$ cat config.mk
export PLATFORM = sky130hd
export DESIGN_NAME = rrsf_framer
export DESIGN_NICKNAME = d
export VERILOG_FILES = /design/src/hdl/rrsf_pkg.sv /design/src/hdl/rrsf_chksum.sv /design/src/hdl/rrsf_framer.sv
export SDC_FILE = /design/constraint.sdc
export NUM_CORES = 1
export LEC_CHECK = 0
export BUFFER_PORTS_ARGS = -buffer_cell sky130_fd_sc_hd__clkbuf_2
export CAP_MARGIN = 0
export CORE_MARGIN = 2
export CORE_UTILIZATION = 30
export CTS_BUF_LIST = sky130_fd_sc_hd__clkbuf_16
export DETAILED_ROUTE_END_ITERATION = 8
export GPL_TIMING_DRIVEN = 0
export PLACE_DENSITY = 0.44
export SLEW_MARGIN = 10
export SYNTH_ARGS = -nofsm -noshare
export SYNTH_HDL_FRONTEND = slang
export SYNTH_SLANG_ARGS = --single-unit
export TNS_END_PERCENT = 1
$ cat constraint.sdc
create_clock -name clk_in -period 6.7 [get_ports clk_in]
set_input_delay 1.34 -clock clk_in [delete_from_list [all_inputs] [get_ports clk_in]]
set_output_delay 1.34 -clock clk_in [all_outputs]
set_load 0.03 [all_outputs]
$ cat src/hdl/rrsf_pkg.sv
// Package for the remote response and status framer: frame codes, offsets and field values.
// Assumes a single 40 MHz clock domain shared by every user of these constants.

package rrsf_pkg;

  typedef enum logic [1:0] {RRSF_KIND_RESP, RRSF_KIND_TRACE, RRSF_KIND_TEXT} rrsf_kind_e;

  localparam logic [7:0]  START_BYTE       = 8'h7e;
  localparam logic [7:0]  REQ_TYPE         = 8'h17;
  localparam logic [7:0]  RESP_TYPE        = 8'h97;
  localparam logic [7:0]  TRACE_TYPE       = 8'h98;
  localparam logic [15:0] ADDR16_UNKNOWN   = 16'hfffe;
  localparam logic [7:0]  CHK_BASE         = 8'hff;

  localparam logic [4:0]  OFF_TYPE         = 5'h03;
  localparam logic [4:0]  OFF_FID          = 5'h04;
  localparam logic [4:0]  OFF_ADDR64       = 5'h05;
  localparam logic [4:0]  OFF_ADDR64_LAST  = 5'h0c;
  localparam logic [4:0]  OFF_ADDR16       = 5'h0d;
  localparam logic [4:0]  OFF_CMD          = 5'h0f;
  localparam logic [4:0]  OFF_STATUS       = 5'h11;
  localparam logic [4:0]  OFF_DATA         = 5'h12;
  localparam logic [4:0]  OFF_CODE         = 5'h04;
  localparam logic [4:0]  OFF_SDATA        = 5'h05;

  localparam logic [7:0]  RESP_FIXED_LEN   = 8'h0f;
  localparam logic [7:0]  TRACE_FIXED_LEN  = 8'h02;
  localparam logic [2:0]  DATA_BYTES       = 3'h4;

  localparam logic [2:0]  ST_OK            = 3'h0;
  localparam logic [2:0]  ST_ERROR         = 3'h1;
  localparam logic [2:0]  ST_BAD_CMD       = 3'h2;
  localparam logic [2:0]  ST_BAD_PARAM     = 3'h3;
  localparam logic [2:0]  ST_TX_FAIL       = 3'h4;

  localparam logic [7:0]  CODE_REJOIN      = 8'h00;
  localparam logic [7:0]  CODE_STACK       = 8'h01;

  localparam logic [7:0]  STK_NO_NETWORK   = 8'h00;
  localparam logic [7:0]  STK_JOINING      = 8'h01;
  localparam logic [7:0]  STK_JOINED       = 8'h02;
  localparam logic [7:0]  STK_NO_PARENT    = 8'h03;
  localparam logic [7:0]  STK_LEAVING      = 8'h04;

  localparam logic [7:0]  EV_NET_UP        = 8'h90;
  localparam logic [7:0]  EV_NET_DOWN      = 8'h91;
  localparam logic [7:0]  EV_JOIN_FAILED   = 8'h94;
  localparam logic [7:0]  EV_MOVE_FAILED   = 8'h96;
  localparam logic [7:0]  EV_ROUTER_INCOMP = 8'h98;
  localparam logic [7:0]  EV_NWK_ID_CHG    = 8'h99;
  localparam logic [7:0]  EV_PAN_CHG       = 8'h9a;
  localparam logic [7:0]  EV_CHANNEL_CHG   = 8'h9b;
  localparam logic [7:0]  EV_NO_BEACONS    = 8'hab;

  localparam logic [4:0]  TXT_REJOIN_LEN   = 5'h07;
  localparam logic [4:0]  TXT_STACK_LEN    = 5'h0d;
  localparam logic [8*7-1:0]  TXT_REJOIN   = "Rejoin\r";
  localparam logic [8*13-1:0] TXT_STACK    = "Stack Status\r";

endpackage
$ cat src/hdl/rrsf_chksum.sv
// Running checksum over the frame data bytes of one outgoing frame.
// Assumes the caller clears it before the first frame data byte and adds each byte once.
`timescale 1ns/1ps

module rrsf_chksum (
  input  wire logic       clk_in,
  input  wire logic       reset_n_in,
  input  wire logic       clear_in,
  input  wire logic       add_in,
  input  wire logic [7:0] byte_in,
  output logic      [7:0] chk_out
);

  logic [7:0] sum_r;

  // Only the low byte of the sum is kept, so wrap-around is intended.
  always_ff @(posedge clk_in or negedge reset_n_in) begin
    if (!reset_n_in) begin
      sum_r <= 8'h00;
    end else if (clear_in) begin
      sum_r <= 8'h00;
    end else if (add_in) begin
      sum_r <= sum_r + byte_in;
    end
  end

  assign chk_out = rrsf_pkg::CHK_BASE - sum_r;

endmodule // rrsf_chksum

$ cat src/hdl/rrsf_framer.sv
// Top of the remote response and status framer: takes response and trace events,
// serialises framed bytes with a valid/ready handshake toward the serial transmitter.
// Assumes event inputs and mode levels come from logic on the same clock.
`timescale 1ns/1ps

module rrsf_framer (
  input  wire logic        clk_in,
  input  wire logic        reset_n_in,
  input  wire logic        resp_valid_in,
  input  wire logic [7:0]  resp_frame_id_in,
  input  wire logic [63:0] resp_addr64_in,
  input  wire logic [15:0] resp_addr16_in,
  input  wire logic        resp_addr16_known_in,
  input  wire logic [15:0] resp_cmd_name_in,
  input  wire logic [2:0]  resp_status_in,
  input  wire logic        resp_is_query_in,
  input  wire logic [2:0]  resp_data_len_in,
  input  wire logic [31:0] resp_data_in,
  input  wire logic        trace_valid_in,
  input  wire logic [7:0]  trace_code_in,
  input  wire logic [7:0]  trace_data0_in,
  input  wire logic [7:0]  trace_data1_in,
  input  wire logic        verbose_join_option_in,
  input  wire logic        command_mode_in,
  input  wire logic        newer_revision_in,
  input  wire logic        tx_ready_in,
  output logic             ready_out,
  output logic             tx_valid_out,
  output logic [7:0]       tx_data_out
);

  typedef enum logic {RRSF_IDLE, RRSF_SEND} rrsf_state_e;

  rrsf_state_e          st_r;
  rrsf_pkg::rrsf_kind_e kind_r;
  logic                 ready_r;
  logic                 tx_valid_r;
  logic [7:0]           tx_data_r;
  logic [4:0]           idx_r;
  logic [4:0]           last_r;
  logic [7:0]           len_r;
  logic [2:0]           dlen_r;
  logic [7:0]           fid_r;
  logic [63:0]          addr64_r;
  logic [15:0]          addr16_r;
  logic [15:0]          cmd_r;
  logic [7:0]           status_r;
  logic [31:0]          data_r;
  logic [7:0]           code_r;
  logic [7:0]           sd0_r;
  logic [7:0]           sd1_r;
  logic [7:0]           byte_nxt;
  logic [7:0]           chk;
  logic [2:0]           dsel;
  logic [2:0]           trace_nd;
  logic                 take_resp;
  logic                 take_trace;
  logic                 trace_emit;
  logic                 load;
  logic                 add_sum;

  ////////////////////////////////////////////////////////////////////////////////
  // Acceptance and frame capture.

  // A response wins a tie so the command path is never starved by trace chatter.
  assign take_resp  = ready_r && resp_valid_in;
  assign take_trace = ready_r && trace_valid_in && !resp_valid_in;
  // Dropped traces are still consumed, so the trace source never hangs.
  assign trace_emit = verbose_join_option_in && !(command_mode_in && newer_revision_in);
  assign trace_nd   = (trace_code_in == rrsf_pkg::CODE_REJOIN) ? 3'h1 :
                      (trace_code_in == rrsf_pkg::CODE_STACK)  ? 3'h2 : 3'h0;
  assign load       = (st_r == RRSF_SEND) && (!tx_valid_r || tx_ready_in);

  always_ff @(posedge clk_in or negedge reset_n_in) begin
    if (!reset_n_in) begin
      st_r     <= RRSF_IDLE;
      ready_r  <= 1'b1;
      kind_r   <= rrsf_pkg::RRSF_KIND_RESP;
      len_r    <= 8'h00;
      last_r   <= 5'h00;
      dlen_r   <= 3'h0;
      fid_r    <= 8'h00;
      addr64_r <= 64'h0;
      addr16_r <= 16'h0;
      cmd_r    <= 16'h0;
      status_r <= 8'h00;
      data_r   <= 32'h0;
      code_r   <= 8'h00;
      sd0_r    <= 8'h00;
      sd1_r    <= 8'h00;
    end else if (take_resp) begin
      st_r     <= RRSF_SEND;
      ready_r  <= 1'b0;
      kind_r   <= rrsf_pkg::RRSF_KIND_RESP;
      fid_r    <= resp_frame_id_in;
      addr64_r <= resp_addr64_in;
      addr16_r <= resp_addr16_known_in ? resp_addr16_in : rrsf_pkg::ADDR16_UNKNOWN;
      cmd_r    <= resp_cmd_name_in;
      status_r <= {5'h00, resp_status_in};
      data_r   <= resp_data_in;
      dlen_r   <= resp_is_query_in ? resp_data_len_in : 3'h0;
      len_r    <= rrsf_pkg::RESP_FIXED_LEN + (resp_is_query_in ? {5'h00, resp_data_len_in} : 8'h00);
      last_r   <= 5'(rrsf_pkg::RESP_FIXED_LEN + 8'h03 +
                     (resp_is_query_in ? {5'h00, resp_data_len_in} : 8'h00));
    end else if (take_trace && trace_emit) begin
      st_r    <= RRSF_SEND;
      ready_r <= 1'b0;
      code_r  <= trace_code_in;
      sd0_r   <= trace_data0_in;
      sd1_r   <= trace_data1_in;
      if (command_mode_in) begin
        kind_r <= rrsf_pkg::RRSF_KIND_TEXT;
        last_r <= ((trace_code_in == rrsf_pkg::CODE_STACK) ? rrsf_pkg::TXT_STACK_LEN
                                                            : rrsf_pkg::TXT_REJOIN_LEN) - 5'h01;
      end else begin
        kind_r <= rrsf_pkg::RRSF_KIND_TRACE;
        len_r  <= rrsf_pkg::TRACE_FIXED_LEN + {5'h00, trace_nd};
        last_r <= 5'(rrsf_pkg::TRACE_FIXED_LEN + 8'h03 + {5'h00, trace_nd});
      end
    end else if (load && (idx_r == last_r + 5'h01)) begin
      st_r    <= RRSF_IDLE;
      ready_r <= 1'b1;
    end
  end

  ////////////////////////////////////////////////////////////////////////////////
  // Byte selection.

  assign dsel = dlen_r - 3'h1 - 3'(idx_r - rrsf_pkg::OFF_DATA);

  always_comb begin
    byte_nxt = 8'h00;
    if (kind_r == rrsf_pkg::RRSF_KIND_TEXT) begin
      if (code_r == rrsf_pkg::CODE_STACK) begin
        byte_nxt = rrsf_pkg::TXT_STACK[{4'(rrsf_pkg::TXT_STACK_LEN - 5'h01 - idx_r),
                                        3'b000} +: 8];
      end else begin
        byte_nxt = rrsf_pkg::TXT_REJOIN[{3'(rrsf_pkg::TXT_REJOIN_LEN - 5'h01 - idx_r),
                                         3'b000} +: 8];
      end
    end else if (idx_r == 5'h00) begin
      byte_nxt = rrsf_pkg::START_BYTE;
    end else if (idx_r == 5'h01) begin
      byte_nxt = 8'h00;
    end else if (idx_r == 5'h02) begin
      byte_nxt = len_r;
    end else if (idx_r == last_r) begin
      byte_nxt = chk;
    end else if (kind_r == rrsf_pkg::RRSF_KIND_TRACE) begin
      case (idx_r)
        rrsf_pkg::OFF_TYPE:  byte_nxt = rrsf_pkg::TRACE_TYPE;
        rrsf_pkg::OFF_CODE:  byte_nxt = code_r;
        rrsf_pkg::OFF_SDATA: byte_nxt = sd0_r;
        default:             byte_nxt = sd1_r;
      endcase
    end else if (idx_r == rrsf_pkg::OFF_TYPE) begin
      byte_nxt = rrsf_pkg::RESP_TYPE;
    end else if (idx_r == rrsf_pkg::OFF_FID) begin
      byte_nxt = fid_r;
    end else if (idx_r <= rrsf_pkg::OFF_ADDR64_LAST) begin
      byte_nxt = addr64_r[{3'(rrsf_pkg::OFF_ADDR64_LAST - idx_r), 3'b000} +: 8];
    end else if (idx_r < rrsf_pkg::OFF_CMD) begin
      byte_nxt = idx_r[0] ? addr16_r[15:8] : addr16_r[7:0];
    end else if (idx_r < rrsf_pkg::OFF_STATUS) begin
      byte_nxt = idx_r[0] ? cmd_r[15:8] : cmd_r[7:0];
    end else if (idx_r == rrsf_pkg::OFF_STATUS) begin
      byte_nxt = status_r;
    end else begin
      byte_nxt = data_r[{dsel[1:0], 3'b000} +: 8];
    end
  end

  ////////////////////////////////////////////////////////////////////////////////
  // Output stage and checksum.

  // The length field never exceeds 255, so its high byte is always zero.
  always_ff @(posedge clk_in or negedge reset_n_in) begin
    if (!reset_n_in) begin
      idx_r      <= 5'h00;
      tx_valid_r <= 1'b0;
      tx_data_r  <= 8'h00;
    end else if (st_r == RRSF_IDLE) begin
      idx_r <= 5'h00;
    end else if (load) begin
      if (idx_r == last_r + 5'h01) begin
        tx_valid_r <= 1'b0;
      end else begin
        tx_valid_r <= 1'b1;
        tx_data_r  <= byte_nxt;
        idx_r      <= idx_r + 5'h01;
      end
    end
  end

  assign add_sum = load && (kind_r != rrsf_pkg::RRSF_KIND_TEXT) &&
                   (idx_r >= rrsf_pkg::OFF_TYPE) && (idx_r < last_r);

  rrsf_chksum rrsf_chksum_i (
    .clk_in     (clk_in),
    .reset_n_in (reset_n_in),
    .clear_in   (st_r == RRSF_IDLE),
    .add_in     (add_sum),
    .byte_in    (byte_nxt),
    .chk_out    (chk)
  );

  assign ready_out    = ready_r;
  assign tx_valid_out = tx_valid_r;
  assign tx_data_out  = tx_data_r;
endmodule // rrsf_framer

After elaboration in Yosys (flattened, before gate mapping)

Index checks and enable logic that the tools add are counted.

Bits in writable memories: 0
Bits in registers: 204
Bits in latches: 0
Output and inout bits: 10
ROM bits: 0
Memories: 0

Div/mod/pow operators: 0
Reductions and logical operators: 24
Shifts and indexed selects: 4
Add/sub/neg operators: 14
Order comparisons: 5
Eq/ne operators: 17
Bitwise gates (word level): 2
Muxes and demuxes: 43
Multipliers: 0

Operator list:

| operator                   | count |
|---|---|
| $mux W8                    | 20 |
| $shiftx A104 B8 Y8 const A | 1 |
| $shiftx A64 B7 Y8          | 1 |
| $shiftx A56 B7 Y8 const A  | 1 |
| $shiftx A32 B6 Y8          | 1 |
| $mux W5                    | 6 |
| $pmux W8 S3                | 1 |
| $eq A8 B1 Y1 const B       | 2 |
| $mux W16                   | 1 |
| $mux W2                    | 6 |
| $logic_and A1 B1 Y1        | 11 |
| $add A5 B1 Y5 const B      | 2 |
| $eq A5 B2 Y1 const B       | 2 |
| $eq A5 B3 Y1 const B       | 2 |
| $eq A5 B5 Y1               | 2 |
| $add A4 B8 Y8 const A      | 1 |
| $add A8 B8 Y8              | 1 |
| $logic_not A8 Y1           | 1 |
| $reduce_and A2 Y1          | 4 |
| $sub A8 B8 Y8 const A      | 1 |
| $mux W1                    | 7 |
| $ne A2 B1 Y1 const B       | 3 |
| $add A5 B3 Y5 const A      | 1 |
| $eq A5 B1 Y1 const B       | 1 |
| other kinds (26)           | 30 |

Depth between registers and ports, before layout

Depth after elaboration: 18
Gate-level depth with buffers: 23

Modules after synthesis

From an unflattened synthesis, not the netlist that was laid out.

Cells, all modules: 1190
Area, all modules: 10925.5 um2

By module, submodules not included:

| module      | cells each | instances | sequential area each (um2) | area each (um2) |
|---|---|---|---|---|
| rrsf_framer | 1117       | 1         | 4830.9                     | 10239.8 |
| rrsf_chksum | 73         | 1         | 200.2                      | 685.7 |

Worst setup path after synthesis

OpenSTA, ideal clock, no wires.

Path kind: register to register
From: reg idx_r[1]
To: reg rrsf_chksum_i.sum_r[7]
Library setup time: 0.123 ns
Slack: 2.707 ns
Clock period less this slack: 3.993 ns
Cell stages (with the launch flop): 22
Data arrival time: 3.870 ns
Cell sequence: dfrtp_1 > buf_2 > inv_1 > ha_1 > nand3b_1 > and2_1 > clkbuf_1 > a21oi_1 > o211ai_1 > a221o_1 > a21oi_1 > a2bb2oi_2 > inv_1 > ha_1 > a21oi_1 > o211ai_1 > o21ai_0 > nand2b_1 > a21oi_1 > xor2_1 > nand2_1 > mux2i_1

Longest elaborated chain between the ends: 18
Elaborated cells on any way between the ends: 41
Those cells by class: add/sub (5); order compare (5); eq/ne (8); shift (4); mux (16); reduce/logical (3)

Ends and longest elaborated chain:

| element                    | line               | source |
|---|---|---|
| from (decl)                | rrsf_framer.sv:39  | `logic [4:0] idx_r;` |
| from (signal assigned)     | rrsf_framer.sv:190 | `idx_r <= idx_r + 5'h01;` |
| $sub A2 B2 Y2 (2 in a row) | rrsf_framer.sv:129 | `assign dsel = dlen_r - 3'h1 - 3'(idx_r - rrsf_pkg::OFF_DATA);` |
| $shiftx A32 B6 Y8          | rrsf_framer.sv:169 | `byte_nxt = data_r[{dsel[1:0], 3'b000} +: 8];` |
| $mux W8                    | rrsf_framer.sv:166 | `end else if (idx_r == rrsf_pkg::OFF_STATUS) begin` |
| $mux W8                    | rrsf_framer.sv:164 | `end else if (idx_r < rrsf_pkg::OFF_STATUS) begin` |
| $mux W8                    | rrsf_framer.sv:162 | `end else if (idx_r < rrsf_pkg::OFF_CMD) begin` |
| $mux W8                    | rrsf_framer.sv:160 | `end else if (idx_r <= rrsf_pkg::OFF_ADDR64_LAST) begin` |
| $mux W8                    | rrsf_framer.sv:158 | `end else if (idx_r == rrsf_pkg::OFF_FID) begin` |
| $mux W8                    | rrsf_framer.sv:156 | `end else if (idx_r == rrsf_pkg::OFF_TYPE) begin` |
| (+2 left out)              | --                 |  |
| $mux W8                    | rrsf_framer.sv:145 | `end else if (idx_r == 5'h02) begin` |
| $mux W8                    | rrsf_framer.sv:143 | `end else if (idx_r == 5'h01) begin` |
| $mux W8                    | rrsf_framer.sv:141 | `end else if (idx_r == 5'h00) begin` |
| $mux W8 (*)                | rrsf_framer.sv:133 | `if (kind_r == rrsf_pkg::RRSF_KIND_TEXT) begin` |
| named net byte_nxt[1]      | rrsf_framer.sv:52  | `logic [7:0] byte_nxt;` |
| $add A8 B8 Y8 (*)          | rrsf_chksum.sv:23  | `sum_r <= sum_r + byte_in;` |
| $mux W8 (*)                | rrsf_chksum.sv:22  | `end else if (add_in) begin` |
| $mux W8 (*)                | rrsf_chksum.sv:20  | `end else if (clear_in) begin` |
| to (signal assigned)       | rrsf_chksum.sv:23  |  |
| to (decl)                  | rrsf_chksum.sv:14  | `logic [7:0] sum_r;` |

The timed path passes the listed nets; every way through them passes the cells marked *. The select of a mux whose other input is x is not followed.
A chain may end at the register's enable or synchronous reset.

Worst setup path after layout

Ends and elaborated chain as after synthesis.

==> impl_metrics.ini <==
[logic_synthesis]
synthTopCellsByArea = dfrtp_1 (47%), nand2_1 (15%), ha_1 (3.6%)
yosysMostFrequentCell = nand2_1
synthTopCellsByCount = nand2_1 (442), dfrtp_1 (200), nor2_1 (57)
syn-cell-area_um2 = 10730
syn_inst = 1199
yosysUniqueCellTypes = 76
synth_warnings = 0
syn_nets = 1407
synthArstFlopShare_pct = 100.0
syn_avg_cell_area_um2 = 8.951
synth_seq_cells = 201
synth-main-ff-cell = dfrtp_1
synth_top_cell_by_area = dfrtp_1
yosysSeqAreaShare_pct = 46.88
synth-edff-count = 0
netlist.area_leader.share_pct = 46.63

[sta]
setup_viol = 0
finClkSkew_ps = 11.35
period_needed_ps = 5615
slew_violations = 0
hold_violations = 0
fmax_mhz = 178.1
tightest_slew_ps = 943.9
slew_headroom_pct = 37.08
setup_ws_ps = 1085
rsz0062_at_grt = no
post-route-period-util_pct = 83.81

[floorplanning]
ioPinCount = 186
rows = 69
start_util_pct = 30.32
dieWidth_um = 193.1
dieArea_um2 = 37310
die_h_um = 193.1
core_um2 = 35400

[drt]
drt_pass1_iterations = 7
via_count = 9343
drc = 0
wl_um = 37560
wl_per_cell_um = 19.85
final_antenna_net_count = 0
drt-initial-drc-count = 632
via_per_inst = 4.938

[power]
p_leak_nw = 6.692
seq_power_share_pct = 31.6
power_density_nw_per_um2 = 482.9
switching_share_pct = 41.68
p_clk_share_pct = 22.4
combinationalPowerShare_pct = 46.0
p_sw_mw = 2.648
p_int_mw = 3.706
ir_drop_v = 0.0002254

[placement]
post-place-ws_ps = 1181
hpwl_um = 28870
dpl_cell_area_um2 = 12290
gp_congestion = 0.8501
port_buffers = 184

[status]
status = complete, no violations

[cts]
clk_pin_slew_ps = 60
cts.root.buffer_cell = clkbuf_16
postCtsSetupRepairBufs = 0
cts_hold_buffers = 0
cts_num_sinks = 201
cts-htree-levels = 1
insertion_delay_ps = 540
cts_made_buffers = 25
cts_resized = 0
cts_tree = built
clockBufferDepth = 3

[worst_setup_path]
cp_top_family = buffers and inverters
r2r_start = idx_r[1]
cp-start-kind = register
timing.reg2reg.setup_slack_ps = 1080
cp-startpoint = idx_r[1]
critPathBufInv = 5
cp_slowest_cell = nor4_2
path_max_fanout = 10
worstPathCellList = buf_2 > inv_1 > ha_1 > inv_1 > nor4_2 > buf_2 > buf_2 > a31oi_1 > o21ai_1 > a221oi_1 > o211ai_1 > nand2_1 > ha_1 > nand3_1 > o211ai_1 > o21ai_0 > nand2b_1 > a21oi_1 > xor2_1 > nand2_1 > mux2i_1
cpMostUsedCell = buf_2
endpoint_kind = register
ff2ff_path_depth = 21
r2r-end = rrsf_chksum_i.sum_r[7]
cp.arrival_ps = 6030
required_ps = 7120
crit_end = rrsf_chksum_i.sum_r[7]
cpPeakStageDelay_ps = 610
crit_type = reg2reg
worstSetupPathDepth = 21

[global_routing]
grt_pass1_vias = 9464
grt_max_degree = 83
grt_first_pass_wirelength_um = 57410
antenna_found_initial = 0
grt_usage_pct = 20.53
grt_overflow = 0

[min_path]
hold_depth = 2
hp-class = reg2reg

[flow_run]
maxCapViolations = 0

[finish]
drive_above_1_share_pct = 21.52
nNetsFinal = 1620
fin_area_um2 = 13160
diodes = 0
area_growth_pct = 22.60
==> state kept, by name (all words and copies together) (netlist names) <==
register,flops
addr64_r,64
data_r,32
addr16_r,16
cmd_r,16
code_r,8
fid_r,8
rrsf_chksum_i.sum_r,8
sd0_r,8
sd1_r,8
tx_data_out,8
idx_r,5
last_r,5
len_r,5
status_r,3
dlen_r,2
kind_r,2
ready_out,1
st_r,1
tx_valid_out,1
==> kinds of logic (layout without fill, tap and decap cells) <==
family	after synthesis	after routing	share of synthesized area, %
multiplexers	72	72	9.408
adder cells (fa/ha/maj)	32	32	3.800
buffers and inverters	104	336	3.894
AO/OA/AOI/OAI	193	193	12.11
flip-flops	201	201	46.88
XOR/XNOR	18	18	1.609
AND/OR/NAND/NOR	579	579	22.30
==> final cells by class <==
class / count / area (µm²)
clock buffers: 25 / 625.6
clock inverters: 21 / 239.0
flip-flops and latches: 201 / 5031
fillers: 3815 / 22240
repair buffers: 186 / 984.7
multi-input cells: 894 / 5284
well taps: 461 / 576.8
inverters: 40 / 150.1
plain buffers: 64 / 267.8
==> through the flow <==
stage	power, mW	cells	TNS, ps	utilization, %	hold slack, ps
finish	6.355	1892	0	37.18	467.2
global route	6.805	1892	0	37.18	482.9
CTS	6.405	1892	0	37.18	473.5
detailed placement	4.946	1846	0	34.73	459.3
global placement	4.902	1844	-5665	34.55	453.6
floorplan	3.943	1199	0	-	434.8
==> tightest hold or removal path: stages, from the launching register on <==
cell	delay, ps
dfrtp_1	340
nand2_1	50
nand2_1	50
==> worst min-delay path by stage <==
stage / from / endpoint / slack [ps]
2_1_floorplan: addr16_r[0] / addr16_r[0] / 430
3_3_place_gp: status_r[1] / status_r[1] / 450
3_5_place_dp: addr64_r[39] / addr64_r[39] / 460
4_1_cts: addr64_r[39] / addr64_r[39] / 470
5_1_grt: status_r[1] / status_r[1] / 480
6_report: addr64_r[57] / addr64_r[57] / 470
==> layout by cell type (no fill, tap or decap), types with 25 or more instances in the layout <==
master,n
a21oi_1,41
clkbuf_1,46
clkbuf_16,25
clkbuf_2,183
dfrtp_1,200
ha_1,31
inv_1,42
mux2_2,34
nand2_1,442
nor2_1,57
o21ai_0,33
==> power groups by stage <==
stage / registers [mW] / logic, mW / clock network (mW)
after floorplan: 1.94 / 2.00 / 0
after global placement: 2.02 / 2.88 / 0
after detailed placement: 2.03 / 2.92 / 0
after CTS: 2.01 / 2.93 / 1.46
after global routing: 2.06 / 3.23 / 1.51
final: 2.01 / 2.92 / 1.43
==> layer usage <==
layer | vias to the layer above | share of wire, % | GRT usage (%) | wire length, µm
li1 | 4523 | - | - | -
met1 | 4575 | 47 | 29.10 | 17620
met2 | 200 | 47 | 34.19 | 17750
met3 | 45 | 3.8 | 1.919 | 1438
met4 | 0 | 2.0 | 4.254 | 751
met5 | - | 0 | 0 | 0
Power figures use the tool's default switching activity.
